<file path="config.mk">
export PLATFORM = sky130hd
export DESIGN_NAME = fasp_uart
export DESIGN_NICKNAME = d
export VERILOG_FILES = /design/src/verilog/fasp_pkg.sv /design/src/verilog/fasp_uart.sv
export SDC_FILE = /design/constraint.sdc
export NUM_CORES = 1
export LEC_CHECK = 0
export BUFFER_PORTS_ARGS = -buffer_cell sky130_fd_sc_hd__buf_4
export CAP_MARGIN = 25
export CORE_ASPECT_RATIO = 0.9
export CORE_MARGIN = 2
export CORE_UTILIZATION = 40
export DETAILED_ROUTE_END_ITERATION = 7
export SKIP_CTS_REPAIR_TIMING = 1
export SLEW_MARGIN = 5
export SYNTH_ARGS = -nofsm -noshare
export SYNTH_HDL_FRONTEND = slang
export SYNTH_SLANG_ARGS = --single-unit
export TNS_END_PERCENT = 10
</file>
<file path="constraint.sdc">
create_clock -name core_clk -period 2.8 [get_ports core_clk]
set_input_delay 0.28 -clock core_clk [delete_from_list [all_inputs] [get_ports core_clk]]
set_output_delay 0.28 -clock core_clk [all_outputs]
set_load 0.02 [all_outputs]
</file>
<file path="src/verilog/fasp_pkg.sv">
// Constants, types and state enums for the FIFO serial port.
// Assumes one 20 MHz clock, core_clk, and a synchronous active-high reset.
package fasp_pkg;

	localparam logic [2:0] ADDR_DATA = 3'h0;
	localparam logic [2:0] ADDR_IER  = 3'h1;
	localparam logic [2:0] ADDR_ISR  = 3'h2;
	localparam logic [2:0] ADDR_LCR  = 3'h3;
	localparam logic [2:0] ADDR_MCR  = 3'h4;
	localparam logic [2:0] ADDR_LSR  = 3'h5;
	localparam logic [2:0] ADDR_MSR  = 3'h6;
	localparam logic [2:0] ADDR_SCR  = 3'h7;

	localparam int FIFO_DEPTH = 16;
	localparam int FIFO_CNT_W = 5;

	localparam logic [7:0]  IER_RESET = 8'h00;
	localparam logic [7:0]  LCR_RESET = 8'h00;
	localparam logic [7:0]  MCR_RESET = 8'h00;
	localparam logic [7:0]  SCR_RESET = 8'h00;
	localparam logic [15:0] DIV_RESET = 16'h0000;

	localparam logic [5:0] BIT_LAST      = 6'h0F;
	localparam logic [5:0] RX_MID_TICKS  = 6'h07;
	localparam logic [5:0] STOP1_TICKS   = 6'h10;
	localparam logic [5:0] STOP15_TICKS  = 6'h18;
	localparam logic [5:0] STOP2_TICKS   = 6'h20;

	localparam logic [3:0] ISR_NONE   = 4'h1;
	localparam logic [3:0] ISR_LINE   = 4'h6;
	localparam logic [3:0] ISR_RXDATA = 4'h4;
	localparam logic [3:0] ISR_THRE   = 4'h2;
	localparam logic [3:0] ISR_MODEM  = 4'h0;

	localparam logic [4:0] RX_TRIG_0 = 5'h01;
	localparam logic [4:0] RX_TRIG_1 = 5'h04;
	localparam logic [4:0] RX_TRIG_2 = 5'h08;
	localparam logic [4:0] RX_TRIG_3 = 5'h0E;

	typedef struct packed {
		logic       dl_access;
		logic       set_break;
		logic       stick_par;
		logic       even_par;
		logic       par_en;
		logic       stop2;
		logic [1:0] wlen;
	} fasp_line_fmt_t;

	typedef struct packed {
		logic [2:0] unused;
		logic       loop;
		logic       out2;
		logic       out1;
		logic       rts;
		logic       dtr;
	} fasp_modem_ctl_t;

	typedef struct packed {
		logic       brk;
		logic       frame_err;
		logic       par_err;
		logic [7:0] data;
	} fasp_rx_char_t;

	typedef enum logic [2:0] {TX_IDLE, TX_START, TX_DATA, TX_PARITY, TX_STOP} fasp_tx_state_t;
	typedef enum logic [2:0] {
		RX_IDLE, RX_START, RX_DATA, RX_PARITY, RX_STOP, RX_WAIT_HIGH
	} fasp_rx_state_t;

endpackage

</file>
<file path="src/verilog/fasp_uart.sv">
// Serial port core with host register port, baud generator and FIFOs.
// Assumes host strobes and line inputs are synchronous to core_clk.
`timescale 1ns/1ps

module fasp_fifo #(
	parameter int WIDTH = 8,
	parameter int DEPTH = 16,
	parameter int CNT_W = 5
) (
	input  wire logic             core_clk,
	input  wire logic             srst,
	input  wire logic             flush,
	input  wire logic             in_valid,
	output logic                  in_ready,
	input  wire logic [WIDTH-1:0] in_data,
	output logic                  out_valid,
	input  wire logic             out_ready,
	output logic      [WIDTH-1:0] out_data,
	output logic      [CNT_W-1:0] count
);
	localparam int PTR_W = $clog2(DEPTH);
	logic [WIDTH-1:0] mem [DEPTH];
	logic [PTR_W-1:0] wr_ptr;
	logic [PTR_W-1:0] rd_ptr;
	logic             do_push;
	logic             do_pop;

	assign in_ready  = (count != CNT_W'(DEPTH));
	assign out_valid = (count != '0);
	assign out_data  = mem[rd_ptr];
	assign do_push   = in_valid && in_ready;
	assign do_pop    = out_valid && out_ready;

	always_ff @(posedge core_clk) begin
		if (do_push) begin
			mem[wr_ptr] <= in_data;
		end
	end

	always_ff @(posedge core_clk) begin
		if (srst || flush) begin
			wr_ptr <= '0;
			rd_ptr <= '0;
			count  <= '0;
		end else begin
			wr_ptr <= wr_ptr + PTR_W'(do_push);
			rd_ptr <= rd_ptr + PTR_W'(do_pop);
			count  <= count + CNT_W'(do_push) - CNT_W'(do_pop);
		end
	end
endmodule

module fasp_uart
	import fasp_pkg::*;
(
	input  wire logic       core_clk,
	input  wire logic       srst,
	input  wire logic       cs_n,
	input  wire logic       write_strobe_n,
	input  wire logic       read_strobe_n,
	input  wire logic [2:0] register_select,
	input  wire logic [7:0] host_data_bus_in,
	output logic      [7:0] host_data_bus_out,
	output logic            host_data_bus_oe,
	input  wire logic       rx_in,
	output logic            tx_out,
	output logic            rts_n,
	output logic            dtr_n,
	input  wire logic       cts_n,
	input  wire logic       dsr_n,
	input  wire logic       ri_n,
	input  wire logic       cd_n,
	output logic            irq_out,
	output logic            irq_oe,
	output logic            reset_out
);
	fasp_line_fmt_t  line_format_control;
	fasp_modem_ctl_t modem_line_control;
	logic [3:0]      interrupt_enable;
	logic [15:0]     divisor;
	logic [7:0]      scratch;
	logic            fifo_en;
	logic            dma_mode;
	logic [1:0]      tx_trig;
	logic [1:0]      rx_trig;
	logic            wr_n_q;
	logic            rd_n_q;
	logic            wr_pulse;
	logic            rd_pulse;
	logic [7:0]      read_value;
	logic            tx_flush;
	logic            rx_flush;
	logic            tx_push;
	logic            tx_in_ready;
	logic            tx_valid;
	logic            tx_pop_ready;
	logic [7:0]      tx_head;
	logic [4:0]      tx_cnt;
	logic            rx_push;
	logic            rx_room;
	logic            rx_in_ready;
	logic            rx_valid;
	logic            rx_pop;
	fasp_rx_char_t   rx_char;
	fasp_rx_char_t   rx_head;
	logic [4:0]      rx_cnt;
	logic [15:0]     baud_cnt;
	logic            tick;
	fasp_tx_state_t  tx_state;
	logic [7:0]      tx_shift;
	logic [2:0]      tx_bitn;
	logic [5:0]      tx_ticks;
	logic            tx_par;
	logic            tx_line;
	logic [5:0]      stop_ticks;
	logic [2:0]      last_bit;
	logic [7:0]      wmask;
	fasp_rx_state_t  rx_state;
	logic [7:0]      rx_shift;
	logic [2:0]      rx_bitn;
	logic [5:0]      rx_ticks;
	logic            rx_pbit;
	logic            rx_serial;
	logic            rx_prev;
	logic            rx_exp_par;
	logic            overrun;
	logic            fifo_err;
	logic            head_err;
	logic            tx_all_empty;
	logic            tx_empty_q;
	logic            thre_pend;
	logic [3:0]      modem_now;
	logic [3:0]      modem_q;
	logic [3:0]      msr_delta;
	logic [4:0]      rx_level;
	logic            rx_avail;
	logic            line_int;
	logic            rx_int;
	logic            thre_int;
	logic            ms_int;
	logic [3:0]      isr_code;

	function automatic logic [7:0] word_mask(input logic [1:0] wl);
		case (wl)
			2'h0:    word_mask = 8'h1F;
			2'h1:    word_mask = 8'h3F;
			2'h2:    word_mask = 8'h7F;
			default: word_mask = 8'hFF;
		endcase
	endfunction

	// Host strobe edges, chip select gates both
	assign wr_pulse = wr_n_q && !write_strobe_n && !cs_n;
	assign rd_pulse = rd_n_q && !read_strobe_n && !cs_n;
	assign tx_push  = wr_pulse && register_select == ADDR_DATA && !line_format_control.dl_access;
	assign rx_pop   = rd_pulse && register_select == ADDR_DATA && !line_format_control.dl_access;
	assign tx_flush = wr_pulse && register_select == ADDR_ISR
		&& (host_data_bus_in[2] || host_data_bus_in[0] != fifo_en);
	assign rx_flush = wr_pulse && register_select == ADDR_ISR
		&& (host_data_bus_in[1] || host_data_bus_in[0] != fifo_en);

	always_ff @(posedge core_clk) begin
		if (srst) begin
			wr_n_q <= 1'b1;
			rd_n_q <= 1'b1;
		end else begin
			wr_n_q <= write_strobe_n;
			rd_n_q <= read_strobe_n;
		end
	end

	// Register writes
	always_ff @(posedge core_clk) begin
		if (srst) begin
			line_format_control      <= fasp_line_fmt_t'(LCR_RESET);
			modem_line_control      <= fasp_modem_ctl_t'(MCR_RESET);
			interrupt_enable      <= IER_RESET[3:0];
			divisor  <= DIV_RESET;
			scratch  <= SCR_RESET;
			fifo_en  <= 1'b0;
			dma_mode <= 1'b0;
			tx_trig  <= 2'h0;
			rx_trig  <= 2'h0;
		end else if (wr_pulse) begin
			case (register_select)
				ADDR_DATA: begin
					if (line_format_control.dl_access) begin
						divisor[7:0] <= host_data_bus_in;
					end
				end
				ADDR_IER: begin
					if (line_format_control.dl_access) begin
						divisor[15:8] <= host_data_bus_in;
					end else begin
						interrupt_enable <= host_data_bus_in[3:0];
					end
				end
				ADDR_ISR: begin
					fifo_en  <= host_data_bus_in[0];
					dma_mode <= host_data_bus_in[3];
					tx_trig  <= host_data_bus_in[5:4];
					rx_trig  <= host_data_bus_in[7:6];
				end
				ADDR_LCR: line_format_control <= fasp_line_fmt_t'(host_data_bus_in);
				ADDR_MCR: modem_line_control <= fasp_modem_ctl_t'({3'h0, host_data_bus_in[4:0]});
				ADDR_SCR: scratch <= host_data_bus_in;
				default: ;
			endcase
		end
	end

	// Baud generator, 16 ticks per bit
	always_ff @(posedge core_clk) begin
		if (srst || divisor == 16'h0000) begin
			baud_cnt <= 16'h0000;
			tick     <= 1'b0;
		end else if (baud_cnt >= divisor - 16'h0001) begin
			baud_cnt <= 16'h0000;
			tick     <= 1'b1;
		end else begin
			baud_cnt <= baud_cnt + 16'h0001;
			tick     <= 1'b0;
		end
	end

	// Transmit FIFO; modem lines take no part in flow
	assign tx_pop_ready = (tx_state == TX_IDLE);
	fasp_fifo #(.WIDTH(8), .DEPTH(FIFO_DEPTH), .CNT_W(FIFO_CNT_W)) u_tx_fifo (
		.core_clk  (core_clk),
		.srst      (srst),
		.flush     (tx_flush),
		.in_valid  (tx_push),
		.in_ready  (tx_in_ready),
		.in_data   (host_data_bus_in),
		.out_valid (tx_valid),
		.out_ready (tx_pop_ready),
		.out_data  (tx_head),
		.count     (tx_cnt)
	);

	assign wmask      = word_mask(line_format_control.wlen);
	assign last_bit   = {1'b0, line_format_control.wlen} + 3'h4;
	assign stop_ticks = !line_format_control.stop2 ? STOP1_TICKS
		: (line_format_control.wlen == 2'h0 ? STOP15_TICKS : STOP2_TICKS);

	// Transmitter framing
	always_ff @(posedge core_clk) begin
		if (srst) begin
			tx_state <= TX_IDLE;
			tx_shift <= 8'h00;
			tx_bitn  <= 3'h0;
			tx_ticks <= 6'h00;
			tx_par   <= 1'b0;
			tx_line  <= 1'b1;
		end else if (tx_state == TX_IDLE) begin
			if (tx_valid) begin
				tx_shift <= tx_head & wmask;
				tx_par   <= line_format_control.stick_par ? !line_format_control.even_par
					: (line_format_control.even_par ? ^(tx_head & wmask) : ~^(tx_head & wmask));
				tx_state <= TX_START;
				tx_ticks <= 6'h00;
				tx_line  <= 1'b0;
			end
		end else if (tick) begin
			tx_ticks <= tx_ticks + 6'h01;
			case (tx_state)
				TX_START: begin
					if (tx_ticks == BIT_LAST) begin
						tx_state <= TX_DATA;
						tx_ticks <= 6'h00;
						tx_bitn  <= 3'h0;
						tx_line  <= tx_shift[0];
					end
				end
				TX_DATA: begin
					if (tx_ticks == BIT_LAST) begin
						tx_ticks <= 6'h00;
						tx_bitn  <= tx_bitn + 3'h1;
						tx_shift <= {1'b0, tx_shift[7:1]};
						if (tx_bitn != last_bit) begin
							tx_line <= tx_shift[1];
						end else if (line_format_control.par_en) begin
							tx_state <= TX_PARITY;
							tx_line  <= tx_par;
						end else begin
							tx_state <= TX_STOP;
							tx_line  <= 1'b1;
						end
					end
				end
				TX_PARITY: begin
					if (tx_ticks == BIT_LAST) begin
						tx_state <= TX_STOP;
						tx_ticks <= 6'h00;
						tx_line  <= 1'b1;
					end
				end
				TX_STOP: begin
					if (tx_ticks == stop_ticks - 6'h01) begin
						tx_state <= TX_IDLE;
					end
				end
				default: tx_state <= TX_IDLE;
			endcase
		end
	end

	// Line pins and modem outputs
	always_ff @(posedge core_clk) begin
		if (srst) begin
			tx_out    <= 1'b1;
			rts_n     <= 1'b1;
			dtr_n     <= 1'b1;
			reset_out <= 1'b1;
		end else begin
			tx_out    <= modem_line_control.loop ? 1'b1 : (line_format_control.set_break ? 1'b0 : tx_line);
			rts_n     <= !modem_line_control.rts;
			dtr_n     <= !modem_line_control.dtr;
			reset_out <= modem_line_control.out1;
		end
	end

	// Receiver
	assign rx_serial  = modem_line_control.loop ? tx_line : rx_in;
	assign rx_exp_par = line_format_control.stick_par ? !line_format_control.even_par
		: (line_format_control.even_par ? ^rx_shift : ~^rx_shift);
	assign rx_room    = fifo_en ? rx_in_ready : (rx_cnt == 5'h00);

	always_ff @(posedge core_clk) begin
		rx_push <= 1'b0;
		if (srst) begin
			rx_state <= RX_IDLE;
			rx_prev  <= 1'b1;
			rx_shift <= 8'h00;
			rx_bitn  <= 3'h0;
			rx_ticks <= 6'h00;
			rx_pbit  <= 1'b0;
			rx_char  <= '0;
		end else begin
			rx_prev <= rx_serial;
			case (rx_state)
				RX_IDLE: begin
					if (rx_prev && !rx_serial) begin
						rx_state <= RX_START;
						rx_ticks <= 6'h00;
					end
				end
				RX_START: begin
					if (tick) begin
						rx_ticks <= rx_ticks + 6'h01;
						if (rx_ticks == RX_MID_TICKS) begin
							rx_state <= rx_serial ? RX_IDLE : RX_DATA;
							rx_ticks <= 6'h00;
							rx_bitn  <= 3'h0;
							rx_shift <= 8'h00;
						end
					end
				end
				RX_DATA: begin
					if (tick) begin
						rx_ticks <= rx_ticks + 6'h01;
						if (rx_ticks == BIT_LAST) begin
							rx_ticks          <= 6'h00;
							rx_shift[rx_bitn] <= rx_serial;
							rx_bitn           <= rx_bitn + 3'h1;
							if (rx_bitn == last_bit) begin
								rx_state <= line_format_control.par_en ? RX_PARITY : RX_STOP;
							end
						end
					end
				end
				RX_PARITY: begin
					if (tick) begin
						rx_ticks <= rx_ticks + 6'h01;
						if (rx_ticks == BIT_LAST) begin
							rx_ticks <= 6'h00;
							rx_pbit  <= rx_serial;
							rx_state <= RX_STOP;
						end
					end
				end
				RX_STOP: begin
					if (tick) begin
						rx_ticks <= rx_ticks + 6'h01;
						if (rx_ticks == BIT_LAST) begin
							rx_push           <= 1'b1;
							rx_char.data      <= rx_shift;
							rx_char.par_err   <= line_format_control.par_en && rx_pbit != rx_exp_par;
							rx_char.frame_err <= !rx_serial;
							rx_char.brk       <= !rx_serial && rx_shift == 8'h00
								&& !(line_format_control.par_en && rx_pbit);
							rx_state          <= rx_serial ? RX_IDLE : RX_WAIT_HIGH;
						end
					end
				end
				RX_WAIT_HIGH: begin
					if (rx_serial) begin
						rx_state <= RX_IDLE;
					end
				end
				default: rx_state <= RX_IDLE;
			endcase
		end
	end

	fasp_fifo #(.WIDTH($bits(fasp_rx_char_t)), .DEPTH(FIFO_DEPTH), .CNT_W(FIFO_CNT_W)) u_rx_fifo (
		.core_clk  (core_clk),
		.srst      (srst),
		.flush     (rx_flush),
		.in_valid  (rx_push && rx_room),
		.in_ready  (rx_in_ready),
		.in_data   (rx_char),
		.out_valid (rx_valid),
		.out_ready (rx_pop),
		.out_data  (rx_head),
		.count     (rx_cnt)
	);

	// Line status flags, set wins over read clear
	assign head_err     = rx_valid && (rx_head.brk || rx_head.frame_err || rx_head.par_err);
	assign tx_all_empty = !tx_valid && tx_state == TX_IDLE;
	always_ff @(posedge core_clk) begin
		if (srst || rx_flush) begin
			overrun  <= 1'b0;
			fifo_err <= 1'b0;
		end else begin
			overrun  <= (overrun && !(rd_pulse && register_select == ADDR_LSR))
				|| (rx_push && !rx_room);
			fifo_err <= (fifo_err && !(rd_pulse && register_select == ADDR_LSR))
				|| (rx_push && rx_room && fifo_en
				&& (rx_char.brk || rx_char.frame_err || rx_char.par_err));
		end
	end

	// Modem status: inputs active low, loopback uses control bits
	assign modem_now = modem_line_control.loop ? {modem_line_control.out2, modem_line_control.out1, modem_line_control.dtr, modem_line_control.rts}
		: {!cd_n, !ri_n, !dsr_n, !cts_n};
	always_ff @(posedge core_clk) begin
		modem_q <= modem_now;
		if (srst) begin
			msr_delta <= 4'h0;
		end else begin
			msr_delta <= (rd_pulse && register_select == ADDR_MSR ? 4'h0 : msr_delta)
				| {modem_q[3] ^ modem_now[3], modem_q[2] && !modem_now[2],
				modem_q[1] ^ modem_now[1], modem_q[0] ^ modem_now[0]};
		end
	end

	// Interrupt sources in priority order
	always_comb begin
		case (rx_trig)
			2'h0:    rx_level = RX_TRIG_0;
			2'h1:    rx_level = RX_TRIG_1;
			2'h2:    rx_level = RX_TRIG_2;
			default: rx_level = RX_TRIG_3;
		endcase
	end
	assign rx_avail = fifo_en ? (rx_cnt >= rx_level) : rx_valid;
	assign line_int = interrupt_enable[2] && (overrun || head_err);
	assign rx_int   = interrupt_enable[0] && rx_avail;
	assign thre_int = interrupt_enable[1] && thre_pend;
	assign ms_int   = interrupt_enable[3] && (msr_delta != 4'h0);
	assign isr_code = line_int ? ISR_LINE : rx_int ? ISR_RXDATA
		: thre_int ? ISR_THRE : ms_int ? ISR_MODEM : ISR_NONE;

	always_ff @(posedge core_clk) begin
		if (srst) begin
			tx_empty_q <= 1'b1;
			thre_pend  <= 1'b0;
			irq_out    <= 1'b0;
			irq_oe     <= 1'b0;
		end else begin
			tx_empty_q <= !tx_valid;
			thre_pend  <= (thre_pend && !tx_push
				&& !(rd_pulse && register_select == ADDR_ISR && isr_code == ISR_THRE))
				|| (!tx_valid && !tx_empty_q)
				|| (wr_pulse && register_select == ADDR_IER && !line_format_control.dl_access
				&& host_data_bus_in[1] && !interrupt_enable[1] && !tx_valid);
			irq_out    <= line_int || rx_int || thre_int || ms_int;
			irq_oe     <= modem_line_control.out2;
		end
	end

	// Read path
	always_comb begin
		case (register_select)
			ADDR_DATA: read_value = line_format_control.dl_access ? divisor[7:0] : rx_head.data;
			ADDR_IER:  read_value = line_format_control.dl_access ? divisor[15:8] : {4'h0, interrupt_enable};
			ADDR_ISR:  read_value = {fifo_en, fifo_en, rx_valid, tx_in_ready, isr_code};
			ADDR_LCR:  read_value = line_format_control;
			ADDR_MCR:  read_value = modem_line_control;
			ADDR_LSR:  read_value = {fifo_err, tx_all_empty, !tx_valid,
				rx_valid && rx_head.brk, rx_valid && rx_head.frame_err,
				rx_valid && rx_head.par_err, overrun, rx_valid};
			ADDR_MSR:  read_value = {modem_q, msr_delta};
			default:   read_value = scratch;
		endcase
	end

	always_ff @(posedge core_clk) begin
		if (srst) begin
			host_data_bus_out <= 8'h00;
			host_data_bus_oe  <= 1'b0;
		end else begin
			host_data_bus_oe <= !cs_n && !read_strobe_n;
			if (rd_pulse) begin
				host_data_bus_out <= read_value;
			end
		end
	end
endmodule

</file>
==> results.md, run 1 <==
* Synth unique cells at 67
* Fmax at 373 MHz
* Largest net degree at the start of global routing at 50
* Die X at 243 um
* Total power at 17.3 mW
* H-tree depth at 2
* Synthesized area at 20600 um^2
* Post-DRT Antenna Nets at 0
* Final Non-Filler Cells at 2448
* Pre-CTS setup slack at -0.0625 ns
* Sequential fraction of the synthesis area at 60.9%
* RSZ-0062 raised after global routing: true
* CTS root buffer: clkbuf_16
* Max-slew headroom at about half
* Clock sink count at around 480
* Pwr Density at 711 nW/um^2
* GR Util All Layers at between 10% and 20%
* ANT cells at 0
* First-pass GRT wire length at roughly 76000 um
* Placed cells at 2331
* Met1 WL at 23000 um
* Syn_nets at 1669
* Status: complete, no violations
* Max cap viols at 0
* EDFF count, synth at 304
* Post-layout minimum cycle time at 2.68 ns
* IO Port Bufs at 35
* Syn Area/Cell at 12.9 um^2
* Async set-reset flop share out of synthesis at 0%
* Gr ovfl total at 0
* Ys Warns at 0
* Hold Crit Class: in -> reg
* Die Y at 219 um
* RePlAce Congestion at 0.858
* Share of the synthesized area in the top cell type at 44.2%
* Leakage at 8.84 nW
* Met2 WL at roughly 22000 um
* Nets@finish at 1801
* Register-to-Register Path Depth at 9
* Antenna violations before repair at 0
* WHS Path Cells at 1
* Placeable Area at 50700 um^2
* CTS max path bufs at 3
* Commonest cells after routing, fill and taps aside: 304 x edfxtp_1, 205 x nor2_1, 167 x dfxtp_1, 146 x buf_4, 90 x nand2_1
* DRT Pass-1 Iters at 7
* Worst EP required at 3.26 ns
* Worst setup EP type: flip-flop
* Count of final setup violators at 0
* Post-route setup slack at about 0.12 ns
* Critical Path Fanout Max at 7
* Ranking of synthesized cells by area: edfxtp_1 44%, dfxtp_1 17%, mux4_2 8.2%
* TritonCTS buffer count at a little under 50
* Via Count at about 13000
* CTS tree: yes
* Site row count at 78
* Post-DP HPWL at 33500 um
* Actual slew at the worst max-slew pin at between 0.7 and 0.8 ns
* DR WL/cell at 19.9 um
* Initial DRC Count at 1171
* Via/cell ratio at 5.39
* Synth area leader: edfxtp_1
* Die Area at 53400 um^2
* # DRC at 0
* Flops & latches, synth at 476
* Starting density of the core at around two fifths
* DRT Wirelength at about 50000 um
* VDD IR-drop max at 0.426 mV
* Final Core Density at 48.1%
* Commonest non-fill, non-tap cell in the layout: edfxtp_1
* Pins Over Slew Limit at 0
* Post-Synthesis Cells at 1595
* Skew final at 0.0230 ns
* Fin. Hold Viols at 0
* # IOs at 36
* Fin crit share at 95.9%
* Number of global-route vias before repair at 13000
* Flop2flop setup slack at roughly 0.12 ns
* P&R area growth vs syn at 18.0%
* DR WL met3 at 2250 um
* Crit path kind: reg -> reg
* Worst-Skew Late Latency at 0.60 ns
* Clock slew at reported path FFs at roughly 0.060 ns
* Setup crit start kind: flip-flop
* Layout cell share with drive strength beyond 1 at 20.0%
* Highest routed layer: met4
* Worst EP arrival at 3.15 ns
* Synth Flop Type: edfxtp_1
-- cells by family after synthesis --
kind of cell | after synthesis | synth area share (%)
flip-flops | 476 | 60.9
AND/OR/NAND/NOR | 464 | 10.3
AO/OA/AOI/OAI | 232 | 7.09
multiplexers | 169 | 12.8
buffers and inverters | 132 | 2.59
XOR/XNOR | 68 | 3.02
adder cells (fa/ha/maj) | 54 | 3.33
-- worst max-delay path, stage by stage, from the launching register on --
cell      delay (ns)
dfxtp_4         0.40
buf_4           0.13
mux4_2          0.48
a21o_1          0.18
a222oi_1        0.29
buf_4           0.18
xnor3_1         0.40
xnor3_1         0.21
o211ai_1        0.18
o311ai_1        0.11
-- power breakdown --
part,internal (mW),switching (mW),total [mW]
Combinational,1.32,1.41,2.73
Sequential,7.56,0.138,7.70
Clock,4.16,2.73,6.89
-- per-layer routing --
| metal | vias to the layer above | global-route usage, % |
|---|---|---|
| met2 | 319 | 29.0 |
| met3 | 75 | 2.73 |
| li1 | 6207 | - |
| met1 | 6584 | 26.4 |
| met4 | 0 | 5.73 |
| met5 | - | 0 |
-- stage by stage --
step | hold slack [ns] | area [um^2] | TNS (ns)
2_1_floorplan | 0.352 | 20600 | -0.0137
3_3_place_gp | 0.454 | 22300 | -0.0567
3_5_place_dp | 0.457 | 22300 | -0.0631
4_1_cts | -0.134 | 24000 | -0.124
5_1_grt | 0.0634 | 24400 | -0.0606
6_report | 0.0787 | 24400 | 0
-- Yosys cell counts (7+ instances only) --
cell      count
edfxtp_1    304
nor2_1      207
dfxtp_1     172
nand2_1      90
mux2i_1      89
a21oi_1      88
mux4_2       75
clkbuf_1     65
ha_1         51
inv_1        46
o21ai_0      37
xnor2_1      37
nor3_1       36
nand3_1      31
xor2_1       29
and2_1       17
a21o_1       12
a221oi_1     12
nand2b_1     12
a31oi_1      11
nor2b_1      11
or3_1        11
buf_2        10
nand4_1      10
o211ai_1      8
or2_2         8
and3_1        7
-- final timing paths --
check	start	to
worst max-delay path	u_tx_fifo.rd_ptr[0]	tx_par
worst min-delay path	host_data_bus_in[5]	u_tx_fifo.mem[8][5]
worst max register to register	u_tx_fifo.rd_ptr[0]	tx_par
worst min register to register	fifo_err	fifo_err
-- sequential cells by signal (all words and copies together), names as in the netlist, 5 cells and up --
| name | count |
|---|---|
| modem_line_control | 5 |
| rx_char | 11 |
| rx_shift | 8 |
| host_data_bus_out | 8 |
| u_rx_fifo.mem | 176 |
| scratch | 8 |
| line_format_control | 8 |
| divisor | 16 |
| u_tx_fifo.count | 5 |
| tx_shift | 8 |
| tx_ticks | 6 |
| u_tx_fifo.mem | 128 |
| u_rx_fifo.count | 5 |
| baud_cnt | 16 |
| rx_ticks | 6 |
-- cell type report --
cell class	instances	area (um^2)
multi-input cells	987	7640
flip-flops and latches	476	12600
fillers	4424	26300
well taps	680	851
repair buffers	165	1380
inverters	48	180
clock buffers	66	1360
clock inverters	26	358
No activity file was read; power rests on OpenSTA's default activity.
==> inputs of run 2 (changes only) <==
==> constraint.sdc (replaced) <==
create_clock -name core_clk -period 2.78 [get_ports core_clk]
set_input_delay 0.278 -clock core_clk [delete_from_list [all_inputs] [get_ports core_clk]]
set_output_delay 0.278 -clock core_clk [all_outputs]
set_load 0.02 [all_outputs]
==> run 2 against run 1 <==
  * Clock power grew 3.5%
  * Wire length increased by 0.74%
  * Combinational power shrank 4%
  * Register-to-register slack got worse by 0.07 ns
  * Worst setup slack lost 0.069 ns
  * Critical path depth did not move
  * Final area is 0.34% lower
  * Maximum frequency decreased by 1.8%
  * Via count down 0.53%
  * Highest routed layer unchanged
==> results.md, run 2 (synthesis gave the netlist of run 1 again) <==
* DRT Pass-1 Iters at 5
* Via/cell ratio at around 5.4
* Leakage at 8.80 nW
* Pins Over Slew Limit at 0
* Initial DRC Count at approximately 1300
* Flop2flop setup slack at 0.05 ns
* ANT cells at 0
* Commonest non-fill, non-tap cell in the layout: edfxtp_1
* Flop pwr share at ~44%
* IO Port Bufs at 35
* CTS tree: yes
* Fin crit share at 98.3%
* GR Util All Layers at 18.4%
* Worst-Skew Late Latency at 0.59 ns
* Site row count at 78
* P&R area growth vs syn at 17.6%
* H-tree depth at 2
* Hold Crit Class: in -> reg
* CTS max path bufs at 3
* Post-DP HPWL at ~33000 um
* TritonCTS buffer count at 49
* Setup crit start kind: flip-flop
* Clk network pwr share at between 40% and 50%
* Post-DRT Antenna Nets at 0
* Layout cell share with drive strength beyond 1 at 19.5%
* Worst EP required at 3.25 ns
* Setup TNS at 0 ns
* Count of final setup violators at 0
* Fin. Hold Viols at 0
* Pre-CTS setup slack at -0.159 ns
* Biggest regs: u_rx_fifo.mem: 176 flops, u_tx_fifo.mem: 128 flops
* Via Count at around 13000
* Clock slew at reported path FFs at roughly 0.060 ns
* Gr ovfl total at 0
* Status: complete, no violations
* Max-slew headroom at 39.0%
* Comb pwr share at around 15%
* Hold path start: host_data_bus_in[4]
* CTS root buffer: clkbuf_16
* Clock sink count at 476
* Total power at 17.5 mW
* Die Y at 219 um
* First-pass GRT wire length at approximately 76000 um
* Max cap viols at 0
* Placeable Area at 50700 um^2
* RePlAce Congestion at 0.843
* Worst setup EP type: flip-flop
* Antenna violations before repair at 0
* # IOs at 36
* Number of global-route vias before repair at 12700
* RSZ-0062 raised after global routing: true
* DR WL/cell at 20.1 um
* Switch share at 24.8%
* Die Area at 53400 um^2
* VDD IR-drop max at 0.396 mV
* Starting density of the core at 40.7%
* Area post-placement at 22300 um^2
* Worst R2R End: tx_par
* Biggest register: u_rx_fifo.mem
* Post-layout minimum cycle time at 2.73 ns
* WHS Path Cells at 1
* # DRC at 0
* Final instance area at 24300 um^2
* Worst EP arrival at approximately 3.2 ns
* Nets@finish at approximately 1800
* DRT Wirelength at 49100 um
* Largest net degree at the start of global routing at 51
* Worst hold path endpoint: u_tx_fifo.mem[14][4]
* Actual slew at the worst max-slew pin at 0.912 ns
* Fmax at 366 MHz
* Die X at approximately 240 um
* Commonest cells after routing, fill and taps aside: 304 x edfxtp_1, 206 x nor2_1, 167 x dfxtp_1, 139 x buf_4, 90 x nand2_1
* Switching power at 4.34 mW
* Worst reg2reg path startpoint: u_tx_fifo.rd_ptr[0]
* Number of flip-flops in the largest register at 176
* Register-to-Register Path Depth at 9
* Final Core Density at 47.9%
* Skew final at 0.0272 ns
* Pwr Density at 721 nW/um^2
* Critical Path Fanout Max at 7
* Crit path kind: reg -> reg
* Post-route setup slack at 0.0473 ns
* Internal power at 13.2 mW
## run 2: changes by cell type in the layout (fill, tap and decap cells not counted), moves of 2 or more
cell	previous run	this run
buf_4	146	139
clkbuf_1	11	5
bufinv_16	8	11
mux2i_1	87	89
a221oi_2	5	2
clkinv_2	5	11
clkbuf_8	5	0
a221oi_1	7	10
mux2i_2	2	0
clkinv_1	9	11
clkinvlp_4	4	1
## run 2: power groups by stage
stage | Combinational (mW) | Clock [mW] | Sequential (mW)
2_1_floorplan | 1.76 | 0 | 7.85
3_3_place_gp | 2.46 | 0 | 7.90
3_5_place_dp | 2.50 | 0 | 7.91
4_1_cts | 2.51 | 7.28 | 7.76
5_1_grt | 2.87 | 7.56 | 7.77
6_report | 2.62 | 7.13 | 7.76
## run 2: worst max-delay path by stage
stage / start / to / slack [ns] / cells past startpoint
floorplan: u_tx_fifo.count[3] / u_tx_fifo.count[4] / -0.03 / 14
global placement: u_tx_fifo.rd_ptr[0] / tx_par / -0.14 / 8
detailed placement: u_tx_fifo.rd_ptr[0] / tx_par / -0.16 / 10
CTS: u_tx_fifo.rd_ptr[0] / tx_par / -0.16 / 10
global route: u_tx_fifo.rd_ptr[0] / tx_par / -0.06 / 11
finish: u_tx_fifo.rd_ptr[0] / tx_par / 0.05 / 9
## run 2: per-stage QoR
stage                     cells  hold WS, ns
final                      2438       0.0808
after global routing       2438       0.0654
after CTS                  2422       -0.111
after detailed placement   2331        0.462
after global placement     2331        0.454
after floorplan            1595        0.350
## run 2: layer usage
metal / vias up / global-route usage [%] / wire (um)
li1: 6194 / - / -
met5: - / 0 / 0
met4: 0 / 6.11 / 1350
met1: 6491 / 26.7 / 23200
met2: 345 / 28.3 / 22100
met3: 85 / 2.78 / 2480
## run 2: area by class of cell
class	instances	area, um^2
fill	4453	26400
sequential	476	12600
multi-input combinational	987	7610
timing repair buffer	156	1290
clock buffer	55	1270
tap	680	851
clock inverter	36	490
inverter	48	180
## run 2: critical path: stages, from the launching register on
cell and delay [ns]:
dfxtp_4 0.40, buf_6 0.12, buf_8 0.13, mux4_2 0.49, mux4_2 0.51, o21ai_2 0.09
xnor2_1 0.14, xnor3_1 0.44, o211ai_1 0.17, o311ai_1 0.11
==> inputs of run 3 (changes only) <==
--- a/config.mk
+++ b/config.mk
@@ -5,6 +5,7 @@
 export SDC_FILE = /design/constraint.sdc
 export NUM_CORES = 1
 export LEC_CHECK = 0
+export ABC_AREA = 1
 export BUFFER_PORTS_ARGS = -buffer_cell sky130_fd_sc_hd__buf_4
 export CAP_MARGIN = 25
 export CORE_ASPECT_RATIO = 0.9
==> run 3 against run 2 <==
  * The flow now finishes with violations (setup timing)
  * Maximum frequency down 5.3%
  * Register-to-register slack got worse by 0.15 ns
  * Via count is 24% higher
  * Clock power fell by 6.3%
  * Wire length increased by 13%
  * Clock skew decreased by 0.0026 ns
  * Hold slack worse by 0.054 ns
  * Count of clock-buffer cells in the layout increased by 9
  * Global-route usage grew 1.5 points
  * Non-clock buffer count decreased by 14
  * Sequential power is essentially flat
==> results.md, run 3 <==
* Status: finished, violations left
* Failing checks: setup timing
* Synthesized area at around 21000 um^2
* Total power at 17.1 mW
* Post-DRT Antenna Nets at 0
* Commonest non-fill, non-tap cell in the layout: nand2_1
* Critical Path Fanout Max at 8
* Syn_nets at 2364
* Die Area at approximately 55000 um^2
* Fmax at approximately 350 MHz
* # IOs at 36
* Max-slew headroom at roughly two fifths
* Setup TNS at -0.906 ns
* GR Util All Layers at 19.8%
* CP max stage delay at 0.33 ns
* Fin. Hold Viols at 0
* DR WL/cell at 17.6 um
* Worst setup EP type: flip-flop
* WHS Path Cells at 2
* Post-Synthesis Cells at approximately 2300
* Largest family of logic cells by synthesized area: simple AND/OR/NAND/NOR gates
* P&R area growth vs syn at 15.9%
* Nets@finish at 2473
* Hold Crit Class: in -> reg
* Count of final setup violators at 16
* CTS max path bufs at 3
* DRT Wirelength at 55300 um
* Async set-reset flop share out of synthesis at 0%
* Most frequent cell after synthesis: nand2_1
* Site row count at 80
* Worst R2R End: baud_cnt[2]
* Worst path cell trace: nor2_4 > nand3_2 > nor4_4 > nand3_1 > nor2_1 > nand2_1 > nor2_2 > buf_4 > a21oi_2 > a21oi_2 > ha_1 > nand2_1 > a21oi_2 > a211oi_2 > inv_1 > nor2_2 > nand2_2 > buf_12 > nor3_2
* Commonest cells after routing, fill and taps aside: 432 x nand2_1, 310 x nor2_1, 304 x edfxtp_1, 239 x inv_1, 198 x o21ai_0
* Placeable Area at ~53000 um^2
* Worst reg2reg path startpoint: divisor[2]
* Worst EP arrival at 3.42 ns
* Crit path launch: divisor[2]
* Die X at 247 um
* RSZ-0062 raised after global routing: true
* First-pass GRT wire length at 84900 um
* H-tree depth at 2
* Max cap viols at 0
* Worst-Skew Late Latency at 0.60 ns
* Syn Area/Cell at approximately 9.3 um^2
* Initial DRC Count at 1345
* CTS root buffer: clkbuf_16
* Simple-gate share of the synthesized area at about 18%
* Ys Warns at 0
* Synth top cells by count: 434 x nand2_1, 317 x nor2_1, 304 x edfxtp_1
* Complex-gate fraction of the synthesized area at 11.9%
* DRT Pass-1 Iters at 6
* Actual slew at the worst max-slew pin at 0.912 ns
* VDD IR-drop max at 0.426 mV
* Largest net degree at the start of global routing at 46
* Setup crit start kind: flip-flop
* Synth unique cells at 50
* Number of global-route vias before repair at roughly 15000
* Worst EP required at ~3.3 ns
* Leakage at 9.92 nW
* Clock slew at reported path FFs at 0.06 ns
* Flop2flop setup slack at -0.11 ns
* Layout cell share with drive strength beyond 1 at 11.3%
* IO Port Bufs at 35
* Crit path buffers/inverters at 3
* Crit path kind: reg -> reg
* RePlAce Congestion at between 0.9 and 1
* Synth Area in XOR/XNOR at 1.69%
* Total stage count of the critical path at 19
* Post-layout minimum cycle time at slightly below 3 ns
* Gr ovfl total at 0
* Register-to-Register Path Depth at 19
* Synth Flop Type: edfxtp_1
* Synth Area in Adders at 3.19%
* TritonCTS buffer count at 51
* Hold path start: cts_n
* Flops & latches, synth at 476
* Sequential fraction of the synthesis area at ~60%
* Skew final at 0.0246 ns
* Crit path to: baud_cnt[2]
* Die Y at around 220 um
* Starting density of the core at between 40% and 50%
* Fin crit share at 104%
* Antenna violations before repair at 0
* Ranking of synthesized cells by area: edfxtp_1 43%, dfxtp_1 16%, nand2_1 7.7%
* CP dominant cell by count: a21oi_2
* Pwr Density at just under 700 nW/um^2
* Biggest register: u_rx_fifo.mem
* Via/cell ratio at around 5.2
* CTS tree: yes
* Via Count at 16200
* Share of the synthesized area in the top cell type at 42.9%
* Post-DP HPWL at 37200 um
* Post-synthesis mux area share at 0%
* Crit path max-delay cell type: dfxtp_2
* ANT cells at 0
* Biggest regs: u_rx_fifo.mem: 176 flops, u_tx_fifo.mem: 128 flops
* Top delay family on crit path: simple AND/OR/NAND/NOR gates
* Number of flip-flops in the largest register at 176
* Synth area leader: edfxtp_1
* Pins Over Slew Limit at 0
* Post-route setup slack at -0.107 ns
* EDFF count, synth at 304
* # DRC at 0
* Clock sink count at roughly 480
## run 3: how the worst min path moves through the flow
| stage | endpoint | slack (ns) |
|---|---|---|
| 2_1_floorplan | host_data_bus_oe | 0.35 |
| 5_1_grt | modem_q[0] | 0.0005 |
| 4_1_cts | host_data_bus_oe | -0.18 |
| 6_report | modem_q[0] | 0.03 |
| 3_5_place_dp | scratch[3] | 0.44 |
| 3_3_place_gp | scratch[3] | 0.43 |
## run 3: cell type report
cell class                 instances  area (um^2)
fill                            4893        28100
sequential                       476        12600
multi-input combinational       1471         7410
clock buffer                      64         1410
timing repair buffer             142         1150
inverter                         257          970
tap                              697          872
clock inverter                    32          253
## run 3: logic make-up after synthesis
group,after synthesis
compound gates,459
xor+xnor,41
fa+ha+maj,53
buf+inv,343
flops,476
simple gates,918
## run 3: worst register-to-register path: stages (launching register included)
cell and delay (ns):
dfxtp_2 0.33, nor2_4 0.11, nand3_2 0.12, nor4_4 0.26, nand3_1 0.13, nor2_1 0.12
nand2_1 0.08, nor2_2 0.16, buf_4 0.15, a21oi_2 0.05, a21oi_2 0.12, ha_1 0.26
nand2_1 0.09, a21oi_2 0.06, a211oi_2 0.19, inv_1 0.08, nor2_2 0.10, nand2_2 0.10
buf_12 0.17, nor3_2 0.14
## run 3: report_power, final
part,leakage [nW],switching (mW),total (mW),internal (mW)
clock,0.817,2.80,6.68,3.87
sequential,4.47,0.151,7.77,7.62
combinational,4.63,1.84,2.69,0.849
## run 3: metal layers
| layer | wire length, um | vias to the layer above | track usage [%] |
|---|---|---|---|
| li1 | - | 7948 | - |
| met4 | 1600 | 0 | 6.47 |
| met3 | 3540 | 84 | 3.71 |
| met2 | 24000 | 418 | 29.5 |
| met5 | 0 | - | 0 |
| met1 | 26100 | 7790 | 29.1 |
## run 3: per-stage QoR
step           area, um^2  hold slack, ns  setup slack [ns]  utilization [%]  instances
6_report            24600          0.0272            -0.107             46.7       3139
5_1_grt             24600        0.000535            -0.390             46.7       3139
4_1_cts             24400          -0.179            -0.120             46.3       3128
3_5_place_dp        22700           0.444           -0.0934             43.1       3032
3_3_place_gp        22700           0.434           -0.0686             43.1       3032
2_1_floorplan       21300           0.350           0.00985                -       2290
